<file path="src/include/irq_map_consts.svh">
// Constants for the interrupt vector and wakeup map.
// Assumes inclusion by bare name from the package and the design files.
`ifndef IRQ_MAP_CONSTS_SVH
`define IRQ_MAP_CONSTS_SVH

`define VEC_RESET_ADDR    24'h00_8000
`define VEC_TRAP_ADDR     24'h00_8004
`define VEC_NUMBERED_BASE 24'h00_8008
`define VEC_STRIDE        24'h00_0004
`define IRQ_COUNT         19
`define IRQ_NUM_WIDTH     5
// Wakeup capability per request, bit n is request n
`define WAKE_HALT_MASK    19'h4_fff0
`define WAKE_WAIT_MASK    19'h6_fffe
`define FLASH_SRC_COUNT   2
`define DMA_SRC_COUNT     4
`define RTC_SRC_COUNT     5
`define CLK_SRC_COUNT     2
`define ADC_SRC_COUNT     3
`define PIN_LINE_COUNT    8

`endif

</file>
<file path="src/include/irq_map_pkg.sv">
// Types for the interrupt vector and wakeup map.
// Assumes irq_map_consts.svh sits on the include path.
`include "irq_map_consts.svh"
package irq_map_pkg;
  typedef enum logic [2:0] {
    mode_run,
    mode_halt,
    mode_active_halt,
    mode_wait_for_interrupt_flavour,
    mode_wait_for_event_flavour
  } power_mode_type;

  typedef enum logic [1:0] {
    fetch_idle,
    fetch_reset,
    fetch_trap,
    fetch_numbered
  } fetch_kind_type;
endpackage : irq_map_pkg

</file>
<file path="src/hw/irq_vector_rom.sv">
// Vector address table, one entry per fetch kind and request number.
// Assumes a synchronous read on the core clock; data out is registered.
`timescale 1ns/1ns
`include "irq_map_consts.svh"
module irq_vector_rom
  import irq_map_pkg::*;
(
  input  wire logic                        clk,      // System clock
  input  wire logic                        rst_b,    // Async reset, low
  input  wire fetch_kind_type              kind,     // Which entry
  input  wire logic [`IRQ_NUM_WIDTH-1:0]   number,   // Request number
  output logic      [23:0]                 address   // Registered vector
);
  typedef struct packed {
    logic [23:0] address;
  } rom_state_type;

  rom_state_type state;
  rom_state_type next_state;

  // Entries sit at a fixed 4-byte stride
  always_comb begin
    next_state = state;
    case (kind)
      fetch_reset: next_state.address = `VEC_RESET_ADDR;
      fetch_trap:  next_state.address = `VEC_TRAP_ADDR;
      fetch_numbered: next_state.address = `VEC_NUMBERED_BASE
        + {17'h0_0000, number, 2'b00};
      default:     next_state.address = state.address;
    endcase
  end

  always_ff @(posedge clk or negedge rst_b) begin
    if (!rst_b) begin
      state <= '{address: `VEC_RESET_ADDR};
    end else begin
      state <= next_state;
    end
  end

  assign address = state.address;
endmodule : irq_vector_rom

</file>
<file path="src/hw/irq_vector_wakeup_map.sv">
// Interrupt source gather, vector selection and low-power wakeup decision.
// Assumes requests are levels on clk; the core acknowledges each fetch.
`timescale 1ns/1ns
`include "irq_map_consts.svh"
// Notes on behaviour
// - Vectors at 4-byte stride: reset, trap, then numbered base plus 4n.
// - Top-level request is number 0 and never wakes the core.
// - Flash events form request 1, waking only from Wait flavours.
// - DMA channels 0/1 form request 2, 2/3 request 3; Wait only.
// - RTC alarm, wakeup and three tampers form request 4; wakes all.
// - Port B pin request is number 6 and wakes from every mode.
// - Port D pin request is number 7 and wakes from every mode.
// - Clock switch and security form 17, Wait only; 16 reserved.
// - Converter events form request 18, waking from every mode.
// - In event-wait, enabled interrupts serve; wakeup events resume.
// - Top-level request is OR of timer 2 and timer 4 overflows.
module irq_vector_wakeup_map
  import irq_map_pkg::*;
(
  input  wire logic                       clk,                  // Clock
  input  wire logic                       rst_b,                // Reset
  input  wire logic                       timer2_overflow,      // Timer 2
  input  wire logic                       timer4_overflow,      // Timer 4
  input  wire logic [`FLASH_SRC_COUNT-1:0] flash_events,        // Flash
  input  wire logic [`DMA_SRC_COUNT-1:0]  dma_events,           // DMA 0..3
  input  wire logic [`RTC_SRC_COUNT-1:0]  rtc_events,           // RTC
  input  wire logic                       voltage_detector_request, // Vdet
  input  wire logic                       port_b_pin_request,   // Port B
  input  wire logic                       port_d_pin_request,   // Port D
  input  wire logic [`PIN_LINE_COUNT-1:0] pin_line_request,     // Lines
  input  wire logic [`CLK_SRC_COUNT-1:0]  clock_events,         // Clock
  input  wire logic [`ADC_SRC_COUNT-1:0]  adc_events,           // ADC
  input  wire logic [`IRQ_COUNT-1:0]      irq_enable,           // Enables
  input  wire logic [`IRQ_COUNT-1:0]      wakeup_event_select,  // Event
  input  wire power_mode_type             power_mode,           // Mode
  input  wire logic                       reset_request,        // Reset
  input  wire logic                       trap_request,         // Trap
  input  wire logic                       fetch_ack,            // Taken
  output logic                            vector_valid,         // Valid
  output logic      [23:0]                vector_address,       // Address
  output logic      [`IRQ_NUM_WIDTH-1:0]  vector_number,        // Number
  output logic                            wake_core,            // Wake
  output logic                            serve_and_return      // WAIT_FOR_EVENT_FLAVOUR svc
);
  // Number of numbered requests served here
  localparam int N = `IRQ_COUNT;

  // Fetch in flight and registered wake decisions
  typedef struct packed {
    logic                      pending;
    fetch_kind_type            kind;
    logic [`IRQ_NUM_WIDTH-1:0] number;
    logic                      rom_ready;
    logic                      wake;
    logic                      serve;
  } map_state_type;

  map_state_type state;
  map_state_type next_state;

  logic [N-1:0]              request;
  logic [N-1:0]              active;
  logic [N-1:0]              wake_capable;
  logic                      found;
  logic [`IRQ_NUM_WIDTH-1:0] lowest;
  fetch_kind_type            rom_kind;
  logic [23:0]               rom_address;
  logic [N-1:0]              event_wake;
  logic [N-1:0]              interrupt_wake;
  logic [N-1:0]              serve_here;
  logic                      any_event_wake;
  logic                      any_interrupt_wake;
  logic                      any_serve;
  logic                      in_low_power;
  logic                      wake_now;
  logic                      serve_now;
  logic                      take_allowed;
  logic                      trap_allowed;
  logic                      numbered_allowed;

  // Wake masks per request, bit n is request n
  localparam logic [N-1:0] HALT_WAKE = `WAKE_HALT_MASK;
  localparam logic [N-1:0] WAIT_WAKE = `WAKE_WAIT_MASK;

  // Gather sources into numbered requests
  always_comb begin
    request     = '0;
    request[0]  = timer2_overflow | timer4_overflow;
    request[1]  = |flash_events;
    request[2]  = |dma_events[1:0];
    request[3]  = |dma_events[3:2];
    request[4]  = |rtc_events;
    request[5]  = voltage_detector_request;
    request[6]  = port_b_pin_request;
    request[7]  = port_d_pin_request;
    request[15:8] = pin_line_request;
    request[16] = 1'b0;
    request[17] = |clock_events;
    request[18] = |adc_events;
  end

  // Only enabled requests compete for a vector
  assign active = request & irq_enable;

  // Wake ability of each request in the current mode
  always_comb begin
    case (power_mode)
      mode_halt, mode_active_halt:
        wake_capable = HALT_WAKE;
      mode_wait_for_interrupt_flavour, mode_wait_for_event_flavour:
        wake_capable = WAIT_WAKE;
      default:
        wake_capable = '0;
    endcase
  end

  // Per request: event wake, interrupt wake and event-wait service
  for (genvar n = 0; n < N; n++) begin : g_request
    assign event_wake[n]     = request[n] & wakeup_event_select[n]
                               & wake_capable[n];
    assign interrupt_wake[n] = active[n] & wake_capable[n];
    assign serve_here[n]     = active[n] & ~wakeup_event_select[n]
                               & wake_capable[n];
  end

  // Fold the per-request terms
  assign in_low_power       = (power_mode != mode_run);
  assign any_event_wake     = |event_wake;
  assign any_interrupt_wake = |interrupt_wake;
  assign any_serve          = |serve_here;

  // Lowest numbered active request wins
  always_comb begin
    found  = 1'b0;
    lowest = '0;
    for (int i = N - 1; i >= 0; i--) begin
      if (active[i]) begin
        found  = 1'b1;
        lowest = i[`IRQ_NUM_WIDTH-1:0];
      end
    end
  end

  // Wake and event-wait service decision for the current mode
  always_comb begin
    wake_now  = 1'b0;
    serve_now = 1'b0;
    if (power_mode == mode_wait_for_event_flavour) begin
      // Wakeup events resume; plain interrupts are served then sleep
      wake_now  = any_event_wake | reset_request;
      serve_now = any_serve;
    end else if (in_low_power) begin
      wake_now  = any_interrupt_wake | reset_request;
    end
  end

  // Fetch causes: trap only in run; numbered in run, event-wait or on wake
  assign take_allowed     = !state.pending && !state.rom_ready;
  assign trap_allowed     = trap_request && !in_low_power;
  assign numbered_allowed = found && (!in_low_power || wake_now
                            || power_mode == mode_wait_for_event_flavour);

  // Pick what to fetch: reset first, then trap, then lowest request
  always_comb begin
    rom_kind = fetch_idle;
    if (take_allowed) begin
      if (reset_request) begin
        rom_kind = fetch_reset;
      end else if (trap_allowed) begin
        rom_kind = fetch_trap;
      end else if (numbered_allowed) begin
        rom_kind = fetch_numbered;
      end
    end
  end

  // Latch the fetch, then offer it until the core takes it
  always_comb begin
    next_state           = state;
    next_state.rom_ready = 1'b0;
    next_state.wake      = wake_now;
    next_state.serve     = serve_now;
    if (state.pending && fetch_ack) begin
      next_state.pending = 1'b0;
    end else if (rom_kind != fetch_idle) begin
      next_state.kind      = rom_kind;
      next_state.number    = lowest;
      next_state.rom_ready = 1'b1;
    end else if (state.rom_ready) begin
      next_state.pending = 1'b1;
    end
  end

  // State register
  always_ff @(posedge clk or negedge rst_b) begin
    if (!rst_b) begin
      state <= '{pending:   1'b0,
                 kind:      fetch_idle,
                 number:    '0,
                 rom_ready: 1'b0,
                 wake:      1'b0,
                 serve:     1'b0};
    end else begin
      state <= next_state;
    end
  end

  // Vector table, loaded on the take edge
  irq_vector_rom vector_table (
    .clk     (clk),
    .rst_b   (rst_b),
    .kind    (rom_kind),
    .number  (lowest),
    .address (rom_address)
  );

  // Outputs straight from registers
  assign vector_valid     = state.pending;
  assign vector_address   = rom_address;
  assign vector_number    = state.number;
  assign wake_core        = state.wake;
  assign serve_and_return = state.serve;
endmodule : irq_vector_wakeup_map

</file>
<file path="config.mk">
export PLATFORM = sky130hd
export DESIGN_NAME = irq_vector_wakeup_map
export DESIGN_NICKNAME = d
export VERILOG_FILES = /design/src/include/irq_map_pkg.sv /design/src/hw/irq_vector_rom.sv /design/src/hw/irq_vector_wakeup_map.sv
export VERILOG_INCLUDE_DIRS = /design/src /design/src/include
export SDC_FILE = /design/constraint.sdc
export NUM_CORES = 1
export LEC_CHECK = 0
export BUFFER_PORTS_ARGS = -buffer_cell sky130_fd_sc_hd__clkbuf_2
export CAP_MARGIN = 20
export CORE_ASPECT_RATIO = 1.5
export CORE_MARGIN = 5
export CORE_UTILIZATION = 43
export CTS_CLUSTER_DIAMETER = 50
export DETAILED_ROUTE_END_ITERATION = 8
export GPL_TIMING_DRIVEN = 0
export PLACE_DENSITY = 0.95
export SYNTH_ARGS = -nofsm -noshare
export SYNTH_HDL_FRONTEND = slang
export SYNTH_HIERARCHICAL = 1
export SYNTH_SLANG_ARGS = --single-unit
export TNS_END_PERCENT = 10
</file>
<file path="constraint.sdc">
create_clock -name clk -period 4.2 [get_ports clk]
set_input_delay 0.21 -clock clk [delete_from_list [all_inputs] [get_ports clk]]
set_output_delay 0.21 -clock clk [all_outputs]
set_load 0.05 [all_outputs]
</file>
# == Word-level counts from Yosys, hierarchy flattened ==
# Index checks and enable logic that the tools add are counted.
# totals
regBits,33
in_bits,75
wordCells,210
# op_classes
add_sub_neg,1
n_eq_ne,8
muxes,52
bitwise,117
reduce_logical,26
# ops
cell,n
5-bit two-way mux,19
1-bit AND,93
24-bit one-hot mux with 3 select lines,1
19-bit one-hot mux with 2 select lines,1
19-bit OR reduction,2
1-bit two-way mux,27
1-bit inverter,20
19-bit AND,1
18-bit OR reduction,1
16-bit by 7-bit adder with 17-bit output (first input constant),1
2-bit OR reduction,6
2-bit two-way mux,4
3-bit by 2-bit == test with 1-bit output (second input constant),2
3-bit nonzero test,2
5-bit OR reduction,1
2-bit == test (second input constant),2
1-bit logical AND,4
2-bit AND reduction,2
2-bit nonzero test,2
3-bit by 1-bit == test with 1-bit output (second input constant),1
3-bit == test (second input constant),1
1-bit zero test,3
1-bit OR,3
3-bit OR reduction,1
3 further kinds,4

# == Logic depth before layout (Yosys ltp) ==
# Gate-level depths: netlist (run 1).
# logic_depth
depth_word,29
depth_mapped,9
depth_no_buf,9

# == By module ==
# The synthesis (run 1) kept the hierarchy.
# modules_own_cells
module,n_inst,cells_per_inst,area_per_inst_um2,seq_area_each_um2
irq_vector_wakeup_map,1,123,969.7,225.2
irq_vector_rom,1,48,410.4,150.1

# == Worst setup path before layout (run 1) ==
# OpenSTA, ideal clock, no wires.
# synth_path
path_type,input to register
from,input pin_line_request[2]
to,"register vector_table.state, in the netlist vector_table/address[6]"
setup_time_ns,0.076
arrival_ns,1.974
required_ns,4.124
slack_ns,2.150
stages,9
n_path_buf,0
path_cell_list,a22o_1 > or4_4 > a311oi_2 > a21oi_1 > o211ai_1 > a21oi_1 > nor2_1 > nand2_1 > o21ai_1
# synth_between
elab_chain_len,19
elab_cells_between_ends,45
classes_between,add/sub: 1; eq/ne: 3; mux: 29; bitwise: 6; reduce/logical: 6
# synth_lines
element,line,source
start: declaration,irq_vector_wakeup_map.sv:30,"input wire logic [`PIN_LINE_COUNT-1:0] pin_line_request,"
19-bit AND,irq_vector_wakeup_map.sv:103,assign active = request & irq_enable;
1-bit two-way mux (11 in series),irq_vector_wakeup_map.sv:137,if (active[i]) begin
1-bit logical AND (*),irq_vector_wakeup_map.sv:160,assign numbered_allowed = found && (!in_low_power || wake_now
2-bit two-way mux (*),irq_vector_wakeup_map.sv:171,end else if (numbered_allowed) begin
2-bit two-way mux (*),irq_vector_wakeup_map.sv:169,end else if (trap_allowed) begin
2-bit two-way mux (*),irq_vector_wakeup_map.sv:167,if (reset_request) begin
2-bit two-way mux (*),irq_vector_wakeup_map.sv:166,if (take_allowed) begin
named net rom_kind[0],irq_vector_wakeup_map.sv:66,fetch_kind_type rom_kind;
2-bit == test or 2-bit by 1-bit == test with 1-bit output (tied branches),irq_vector_rom.sv:24,case (kind)
24-bit one-hot mux with 3 select lines or 3-bit nonzero test (tied branches),-,
end signal: assignment,irq_vector_rom.sv:35,state <= '{address: `VEC_RESET_ADDR};
end signal: assignment,irq_vector_rom.sv:37,state <= next_state;
end: declaration,irq_vector_rom.sv:18,rom_state_type state;
# Mark *: on every way through the listed nets, which the timed path passes. The rest lies on a longest branch. The select of a mux whose other input is x is not followed.
# A chain may end at the register's enable or synchronous reset.

# == Worst setup path in the final report (run 1) ==
# layout_path
from,input clock_events[1]
to,"register vector_table.state, in the netlist vector_table/address[6]"
# layout_between
elab_chain_len,27
elab_cells_between_ends,60
classes_between,add/sub: 1; eq/ne: 3; mux: 43; bitwise: 6; reduce/logical: 7
# layout_lines
element,line,source
start: declaration,irq_vector_wakeup_map.sv:31,"input wire logic [`CLK_SRC_COUNT-1:0] clock_events,"
2-bit OR reduction (*),irq_vector_wakeup_map.sv:98,request[17] = |clock_events;
19-bit AND,irq_vector_wakeup_map.sv:103,
1-bit two-way mux (18 in series),irq_vector_wakeup_map.sv:137,
1-bit logical AND (*),irq_vector_wakeup_map.sv:160,
2-bit two-way mux (*),irq_vector_wakeup_map.sv:171,
2-bit two-way mux (*),irq_vector_wakeup_map.sv:169,
2-bit two-way mux (*),irq_vector_wakeup_map.sv:167,
2-bit two-way mux (*),irq_vector_wakeup_map.sv:166,
named net rom_kind[0],irq_vector_wakeup_map.sv:66,
2-bit == test or 2-bit by 1-bit == test with 1-bit output (tied branches),irq_vector_rom.sv:24,
24-bit one-hot mux with 3 select lines or 3-bit nonzero test (tied branches),-,
# Marked as above.

==> results of run 1 <==
[sequential cells by signal, summed over array words and instances, names as in the netlist]
signal                count
wake_core                 1
serve_and_return          1
vector_table/address      6
vector_valid              1
vector_number             5
state                     1
[kinds of logic after synthesis]
group | synth area share
other | 0.00544
XOR/XNOR | 0.0127
buffers and inverters | 0.133
AO/OA/AOI/OAI | 0.325
flip-flops | 0.272
adder cells (fa/ha/maj) | 0.00906
multiplexers | 0.0408
AND/OR/NAND/NOR | 0.201
[critical path, delay by kind of cell]
kind	cells	cell delay, ns
AO/OA/AOI/OAI	6	1.50
AND/OR/NAND/NOR	3	0.61
buffers and inverters	1	0.08
[cells in the final DEF (no fill, tap or decap), types with 5 or more instances in the layout]
| master | n |
|---|---|
| a21oi_1 | 10 |
| a22o_1 | 6 |
| buf_4 | 23 |
| clkbuf_2 | 85 |
| conb_1 | 18 |
| dfrtp_1 | 15 |
| mux2_2 | 5 |
| nand2_1 | 25 |
| nand4_1 | 5 |
| nor2_1 | 10 |
| o21ai_0 | 14 |
| o22ai_1 | 8 |
[final timing paths]
kind                                                          start                                  end  slack (ns)  depth (start not counted)
worst min-delay path                                      fetch_ack             vector_valid$_DFFE_PN0P_        0.15                          2
worst min register to register  vector_table/address[4]$_DFFE_PN0P_  vector_table/address[4]$_DFFE_PN0P_        0.47                          2
max in group asynchronous                                     rst_b  vector_table/address[4]$_DFFE_PN0P_        3.52                          2
worst max-delay path                                clock_events[1]  vector_table/address[6]$_DFFE_PN0P_        1.96                         10
min in group asynchronous                                     rst_b  vector_table/address[5]$_DFFE_PN0P_        0.41                          2
worst max register to register             vector_valid$_DFFE_PN0P_  vector_table/address[6]$_DFFE_PN0P_        2.53                          5
[power by group]
group,total (mW),internal (mW),switching (mW)
Combinational,0.400,0.137,0.262
Clock,0.118,0.0658,0.0526
Sequential,0.193,0.178,0.0149
Total,0.711,0.381,0.330
[stage by stage]
| stage | power [mW] | utilization | setup WS, ns | hold slack, ns |
|---|---|---|---|---|
| 2_1_floorplan | 0.492 | - | 2.15 | -0.0856 |
| 3_3_place_gp | 0.586 | 0.612 | 1.84 | 0.132 |
| 3_5_place_dp | 0.595 | 0.612 | 1.68 | 0.144 |
| 4_1_cts | 0.714 | 0.630 | 1.96 | 0.154 |
| 5_1_grt | 0.753 | 0.630 | 1.71 | 0.163 |
| 6_report | 0.711 | 0.630 | 1.96 | 0.152 |
[layout make-up]
| cell class | count | area [µm²] | share of cell area |
|---|---|---|---|
| multi-input cells | 146 | 881 | 0.447 |
| plain buffers | 23 | 173 | 0.0876 |
| flip-flops and latches | 15 | 375 | 0.190 |
| inverters | 3 | 11.3 | 0.00571 |
| well taps | 40 | 50.0 | 0.0254 |
| repair buffers | 86 | 435 | 0.221 |
| clock buffers | 3 | 41.3 | 0.0209 |
| clock inverters | 1 | 5.00 | 0.00254 |
[per-layer routing]
layer	vias to the layer above	track usage
met5	-	0
li1	830	-
met2	75	0.379
met1	762	0.197
met4	0	0.0974
met3	10	0.0324
==> flow_summary_export.csv, run 1 <==
group,metric,value,unit
final_layout,antenna_cells,0,
sta,post-route-period-util,0.532,
sta,finalSetupTns,0,ns
place,dpl_cell_area,1920,µm²
global_route,grt_max_degree,16,
sta,finalSetupViolCount,0,
worst_hold_path,min_path_type,"input port to flip-flop",
critical_path,critPathCaptureType,"flip-flop",
yosys,synth_edf_count,0,
yosys,synth_top_cell_by_area,"dfrtp_1",
cts,clock_sinks,15,
die,coreArea,3130,µm²
pwr,peakVddDrop,252,µV
cts,cts_buffer_depth,2,
yosys,synth_top_area_frac,0.272,
route,drt-met1-wl,1.62,mm
route,num_vias,1677,
place,dp_cells,312,
route,drtIter0Drc,75,
die,initial_core_util,0.441,
yosys,synth_common_cells,"25 x nand2_1, 23 x buf_4, 15 x dfrtp_1",
cts,cts_resized,0,
global_route,grt_pass1_wl,6.95,mm
cts,ctsHoldBuffers,1,
yosys,synth_ff_type,"dfrtp_1",
sta,drv_slew,0,
sta,max_freq,447,MHz
run_status,status,"complete, no violations",
die,rows,25,
cts,clk_pin_slew,0.06,ns
final_layout,fill_cells,311,
yosys,ys_seq_elements,15,
critical_path,path_class,"input port to flip-flop",
yosys,avgSynthCellArea,8.07,µm²
die,io_pins,107,
global_route,grt.overflow.total,0,
yosys,async_flop_share,1.00,
cts,htreeDepth,1,
cts,root_buffer,"clkbuf_8",
route,dr.max_layer_used,"met4",
route,viasPerCell,5.29,
route,wl_per_cell,14.4,µm
cts,cts_tree,"yes",
place,dpl.hpwl,4.07,mm
route,dr_wl_met3,280,µm
die,dieArea,4470,µm²
cts,cts_setup_buffers,0,
yosys,postSynthCellCount,171,
yosys,yosys_warnings,6,
route,ant_nets,0,
critical_path,cp_max_fo,6,
yosys,syn-cell-area,1380,µm²
yosys,synth_seq_area_share,0.272,
route,wl,4.55,mm
sta,grt_setup_unrepaired,"no",
flow_run,cap_viol_max_count,0,
critical_path,crit_required,4.37,ns
global_route,antenna_found_initial,0,
route,firstDrtPassIters,5,
yosys,synth_area_leaders,"dfrtp_1 27%, buf_4 13%, nand2_1 6.8%",
global_route,grt_pass1_vias,1656,
critical_path,cp_slowest_cell,"o21ai_0",
critical_path,cp_common_cell,"a21oi_1",
die,die_height,79.4,µm
yosys,yosysUniqueCellTypes,46,
cts,clk_latency,0.25,ns
final_layout,final_area,1970,µm²
critical_path,start_kind,"input port",
sta,hold_viol,0,
route,wl_met2,2.54,mm
final_layout,nets,354,
critical_path,cp_slowest_stage_delay,0.58,ns
pwr,power.density,361,nW/µm²
pwr,leakage,1.04,nW
yosys,synth.most_common_cell,"nand2_1",
sta,layout_min_cycle_time,2.24,ns
global_route,grt.total_usage,0.196,
final_layout,syn2layout_area_growth,42.9,%
die,die_w,56.3,µm
critical_path,cp.arrival,2.41,ns
sta,fin_worst_skew,0.00325,ns
critical_path,crit_chain,"clkbuf_2 > o21ai_0 > nand4_1 > a311oi_2 > a21oi_1 > o211ai_1 > a21oi_1 > nor2_1 > nand2_1 > o21ai_1",
place,io_buffer_count,85,
route,drc,0,
final_layout,final-instance-count-excl-fill,317,
sta,slew_headroom,0.516,
cts,cts_buffers,3,
sta,worst_pin_slew,0.718,ns
final_layout,drive_gt1_frac,0.448,
place,gp_congestion,0.914,
Note: power is estimated with default switching activity, not from simulation.
==> inputs of run 2 (changes only) <==
- ABC_AREA: not set -> 1
- CORE_UTILIZATION: 43 -> 37
- PLACE_DENSITY: 0.95 -> 0.88
- clock period: 4.2 -> 2 ns (I/O delays scaled with it)
==> run 2 against run 1 <==
- flip-flop and latch count is the same
- utilization fell by 10 points
- largest cell class unchanged
- critical path type unchanged
- largest power group unchanged
- first-iteration DRC count is 56% lower
- sequential power grew 110%
- routed wire length down 7.1%
==> flow_summary_export.csv, run 2 <==
group,metric,value,unit
run_status,status,"complete, no violations",
yosys,syn-cell-area,1460,µm²
cts,clk_latency,0.25,ns
global_route,grt.overflow.total,0,
global_route,grt_pass1_wl,7.18,mm
critical_path,crit_required,2.19,ns
sta,max_freq,650,MHz
critical_path,path_class,"input port to flip-flop",
global_route,grt_util_met3,0.0237,
cts,clock_sinks,15,
route,wl_per_cell,11.7,µm
yosys,async_flop_share,1.00,
cts,htreeDepth,1,
cts,cts_buffers,3,
global_route,antenna_found_initial,0,
place,dpl.hpwl,3.84,mm
worst_hold_path,min_path_type,"input port to flip-flop",
yosys,synth_area_leaders,"dfrtp_1 26%, nand2_1 19%, buf_4 12%",
sta,drv_slew,0,
critical_path,critPathCapture,"vector_table/address[7]$_DFFE_PN0P_",
final_layout,final_cell_mix,"85 x clkbuf_2, 72 x nand2_1, 23 x buf_4",
final_layout,drive_gt1_frac,0.440,
critical_path,reg2reg_slack,0.49,ns
final_layout,antenna_cells,0,
yosys,ys_seq_elements,15,
place,io_buffer_count,85,
route,wl,4.23,mm
yosys,yosysUniqueCellTypes,41,
sta,fin_worst_skew,0.000977,ns
route,firstDrtPassIters,4,
yosys,yosys_warnings,6,
critical_path,rr_worst_depth,7,
critical_path,crit_cells,16,
cts,cts_tree,"yes",
yosys,synth_seq_area_share,0.258,
place,gp_congestion,0.863,
critical_path,cp_slowest_cell,"a211oi_1",
yosys,synth.most_common_cell,"nand2_1",
sta,post-route-period-util,0.770,
yosys,synth_top_area_frac,0.258,
die,die_w,61.3,µm
final_layout,largest_reg_flops,6,
sta,grt_setup_unrepaired,"no",
critical_path,cp_slowest_stage_delay,0.42,ns
yosys,synth_edf_count,0,
pwr,leakage,1.22,nW
global_route,use_met2,0.327,
cts,clk_pin_slew,0.06,ns
final_layout,mostFrequentLayoutCell,"clkbuf_2",
global_route,grt_pass1_vias,1831,
final_layout,syn2layout_area_growth,40.9,%
cts,ctsHoldBuffers,1,
global_route,grt-busiest-layer,"met2",
place,dp_cells,358,
sta,worst_pin_slew,0.463,ns
yosys,postSynthCellCount,212,
yosys,synth_common_cells,"72 x nand2_1, 23 x buf_4, 15 x dfrtp_1",
route,ant_nets,0,
final_layout,final-instance-count-excl-fill,363,
route,viasPerCell,4.81,
global_route,grt_max_degree,16,
global_route,met1_usage,0.171,
final_layout,fill_cells,388,
die,coreArea,3890,µm²
critical_path,cp_max_fo,4,
critical_path,timing.rr.end,"vector_table/address[7]$_DFFE_PN0P_",
pwr,peakVddDrop,610,µV
route,num_vias,1745,
die,io_pins,107,
die,initial_core_util,0.375,
critical_path,path_delay_family,"simple AND/OR/NAND/NOR gates",
sta,layout_min_cycle_time,1.54,ns
critical_path,cp.arrival,1.73,ns
cts,cts_buffer_depth,2,
sta,finalSetupTns,0,ns
route,drc,0,
global_route,grt.total_usage,0.175,
pwr,power.density,729,nW/µm²
die,dieArea,5320,µm²
flow_run,cap_viol_max_count,0,
cts,root_buffer,"clkbuf_8",
cts,cts_resized,0,
route,drtIter0Drc,33,
die,die_height,86.9,µm
yosys,synth_ff_type,"dfrtp_1",
critical_path,cp_common_cell,"nand2_1",
critical_path,start_kind,"input port",
yosys,avgSynthCellArea,6.88,µm²
critical_path,crit_start,"power_mode[1]",
critical_path,crit_chain,"clkbuf_2 > inv_1 > nand2_1 > nor2_1 > inv_1 > nand2_1 > a21oi_2 > nand2_1 > nand2_1 > nand3_2 > nand2_2 > a211oi_1 > nand2_2 > nor2_2 > nand3_1 > nand2_1",
critical_path,reg2reg_from,"vector_valid$_DFFE_PN0P_",
sta,finalSetupViolCount,0,
sta,hold_viol,0,
critical_path,critPathCaptureType,"flip-flop",
die,rows,28,
critical_path,cp_num_buf_inv,3,
final_layout,nets,395,
sta,slew_headroom,0.684,
cts,cts_setup_buffers,0,
yosys,synth_top_cell_by_area,"dfrtp_1",
==> run 2: worst min-delay path by stage <==
stage	start	end	slack [ns]	depth (start not counted)
CTS	fetch_ack	vector_valid$_DFFE_PN0P_	0.02	2
global placement	rst_b	serve_and_return$_DFF_PN0_	0.02	1
finish	fetch_ack	vector_valid$_DFFE_PN0P_	0.02	2
floorplan	rst_b	serve_and_return$_DFF_PN0_	-0.20	0
global route	fetch_ack	vector_valid$_DFFE_PN0P_	0.02	2
detailed placement	rst_b	vector_valid$_DFFE_PN0P_	0.03	1
==> run 2: where the power goes <==
group,internal (mW),switching [mW]
Sequential,0.373,0.0356
Clock,0.141,0.103
Combinational,0.260,0.586
==> run 2: kinds of logic after synthesis <==
| family | after synthesis | synth area share |
|---|---|---|
| buffers and inverters | 39 | 0.164 |
| AND/OR/NAND/NOR | 118 | 0.374 |
| adder cells (fa/ha/maj) | 1 | 0.00858 |
| AO/OA/AOI/OAI | 37 | 0.191 |
| other | 2 | 0.00515 |
| flip-flops | 15 | 0.258 |
==> run 2: final cells by class <==
type / count / area [µm²] / share of cell area
multi-input cells: 174 / 903 / 0.440
clock buffers: 4 / 45.0 / 0.0219
well taps: 45 / 56.3 / 0.0274
repair buffers: 86 / 435 / 0.212
flip-flops and latches: 15 / 375 / 0.183
inverters: 16 / 66.3 / 0.0323
plain buffers: 23 / 173 / 0.0840
==> run 2: per-stage QoR <==
stage	cell area, µm²	power [mW]	utilization	worst slack [ns]	hold slack [ns]
global route	2050	1.61	0.528	0.173	0.0203
floorplan	1520	1.04	-	0.390	-0.196
detailed placement	2000	1.26	0.514	0.210	0.0282
finish	2050	1.50	0.528	0.461	0.0233
global placement	2000	1.24	0.514	0.243	0.0198
CTS	2050	1.51	0.528	0.464	0.0227
==> run 2: metal layers <==
layer  wire length, µm  vias to the layer above
met4               160                        0
li1                  -                      874
met1              1430                      770
met5                 0                        -
met3               373                       13
met2              2270                       88
==> inputs of run 3 (changes only) <==
- clock period: 2 -> 1.3 ns (I/O delays scaled with it)
==> run 3 against run 2 <==
- the run now ends with negative setup slack left
- first-iteration DRC count grew 15%
- combinational power grew 72%
- sequential share of layout area down 1.5 points
- flip-flop and latch count is the same
- highest routed layer unchanged
==> flow_summary_export.csv, run 3 (same netlist as run 2, synthesis figures left out) <==
group,metric,value,unit
route,wl,4.66,mm
critical_path,cp_slowest_stage_delay,0.36,ns
pwr,peakVddDrop,1250,µV
sta,drv_slew,0,
critical_path,reg2reg_from,"vector_valid$_DFFE_PN0P_",
critical_path,crit_start,"power_mode[0]",
route,ant_nets,0,
worst_hold_path,min_path_type,"input port to flip-flop",
place,gp_congestion,0.844,
die,initial_core_util,0.375,
sta,post-route-period-util,1.05,
route,drtIter0Drc,38,
worst_hold_path,holdCritStartpoint,"power_mode[2]",
sta,fin_worst_skew,0.000843,ns
global_route,grt.overflow.total,0,
cts,cts_buffers,3,
critical_path,crit_chain,"clkbuf_2 > inv_2 > nand2_2 > buf_4 > buf_4 > inv_1 > nand3_1 > a211oi_4 > nand2_2 > nor2_2 > nand3_1 > nand2_1",
sta,layout_min_cycle_time,1.37,ns
die,die_w,61.3,µm
final_layout,drive_gt1_frac,0.526,
critical_path,crit_required,1.48,ns
sta,finalSetupViolCount,9,
cts,htreeDepth,1,
sta,max_freq,732,MHz
critical_path,crit_cells,12,
die,coreArea,3890,µm²
global_route,grt_pass1_wl,7.47,mm
cts,cts_tree,"yes",
critical_path,path_class,"input port to flip-flop",
die,die_height,86.9,µm
final_layout,largest_reg_flops,6,
route,drc,0,
sta,hold_ws,0.106,ns
critical_path,rr_worst_depth,7,
critical_path,cp_max_fo,4,
critical_path,cp_num_buf_inv,5,
die,io_pins,107,
die,rows,28,
final_layout,nets,408,
place,dpl.hpwl,3.80,mm
route,wl_per_cell,12.4,µm
route,viasPerCell,4.84,
sta,setup_slack,-0.0670,ns
route,firstDrtPassIters,4,
run_status,failed_checks,"negative setup slack",
critical_path,cp.arrival,1.55,ns
final_layout,antenna_cells,0,
cts,root_buffer,"clkbuf_8",
global_route,antenna_found_initial,0,
worst_hold_path,hold_path_depth,2,
critical_path,critPathCaptureType,"flip-flop",
flow_run,cap_viol_max_count,0,
pwr,leakage,1.29,nW
final_layout,mostFrequentLayoutCell,"clkbuf_2",
final_layout,syn2layout_area_growth,53.9,%
cts,cts_buffer_depth,2,
sta,hold_viol,0,
final_layout,final_cell_mix,"84 x clkbuf_2, 62 x nand2_1, 35 x buf_4",
global_route,grt_max_degree,16,
place,io_buffer_count,85,
critical_path,cp_slowest_cell,"a211oi_4",
pwr,power.density,1100,nW/µm²
final_layout,fill_cells,383,
run_status,status,"finished, violations left",
die,dieArea,5320,µm²
cts,clk_latency,0.24,ns
global_route,grt.total_usage,0.182,
pwr,finalPower,2.46,mW
final_layout,postLayoutCoreUtil,0.577,
critical_path,start_kind,"input port",
route,num_vias,1821,
sta,grt_setup_unrepaired,"yes",
critical_path,path_delay_family,"simple AND/OR/NAND/NOR gates",
final_layout,final_area,2240,µm²
cts,clock_sinks,15,
cts,clk_pin_slew,0.05,ns
global_route,grt_pass1_vias,1900,
place,dpl_cell_area,2020,µm²
## run 3: cell types whose count changed in the layout (fill, tap and decap cells not counted), sizes merged
cell	change
clkbuf	-1
buf	+13
dlygate4sd3	+1
## run 3: layout make-up
cell class / instances / area, µm² / area share
Multi-Input combinational cell: 174 / 981 / 0.437
Timing Repair Buffer: 99 / 542 / 0.241
Sequential cell: 15 / 377 / 0.168
Buffer: 23 / 173 / 0.0770
Inverter: 16 / 70.1 / 0.0312
Tap cell: 45 / 56.3 / 0.0251
Clock buffer: 4 / 45.0 / 0.0201
## run 3: power breakdown
| group | switching [mW] | leakage (nW) | internal (mW) |
|---|---|---|---|
| Sequential | 0.0661 | 0.197 | 0.578 |
| Combinational | 0.965 | 1.07 | 0.487 |
| Clock | 0.144 | 0.0228 | 0.217 |
| Total | 1.17 | 1.29 | 1.28 |
## run 3: worst paths after layout
path                                                        to  slack (ns)
max                        vector_table/address[7]$_DFFE_PN0P_       -0.07
max in group asynchronous             vector_valid$_DFFE_PN0P_        0.74
min reg2reg                       vector_number[4]$_DFFE_PN0P_        0.47
min in group asynchronous         vector_number[0]$_DFFE_PN0P_        0.27
max reg2reg                vector_table/address[7]$_DFFE_PN0P_       -0.02
min                                        wake_core$_DFF_PN0_        0.11
## run 3: worst reg2reg max path, cell delays in order (launching register included)
cell and delay, ns:
dfrtp_2 0.42, nor2_4 0.12, inv_4 0.06, a211oi_4 0.25, nand2_2 0.14, nor2_2 0.12
nand3_1 0.08, nand2_1 0.07
## run 3: metal layers
| layer | routed length (µm) | global-route usage | share of wire | up-vias |
|---|---|---|---|---|
| li1 | - | - | - | 903 |
| met4 | 259 | 0.122 | 0.056 | 0 |
| met5 | 0 | 0 | 0 | - |
| met3 | 374 | 0.0193 | 0.080 | 21 |
| met1 | 1520 | 0.176 | 0.33 | 799 |
| met2 | 2500 | 0.340 | 0.54 | 98 |
## run 3: what timing repair did
action,in CTS,in global routing
endpoints found under the hold margin,16,0
setup endpoints to repair,6,13
gates resized for setup,17,7
setup buffers,10,2
pin swaps,16,11
hold buffers,2,0
## run 3: per-stage QoR
step                std cells  setup TNS, ns  setup slack [ns]
floorplan                 228         -0.397           -0.0863
global placement          358          -2.94            -0.397
detailed placement        358          -3.44            -0.463
CTS                       374         -0.192           -0.0557
global route              376          -2.27            -0.231
finish                    376         -0.380           -0.0670
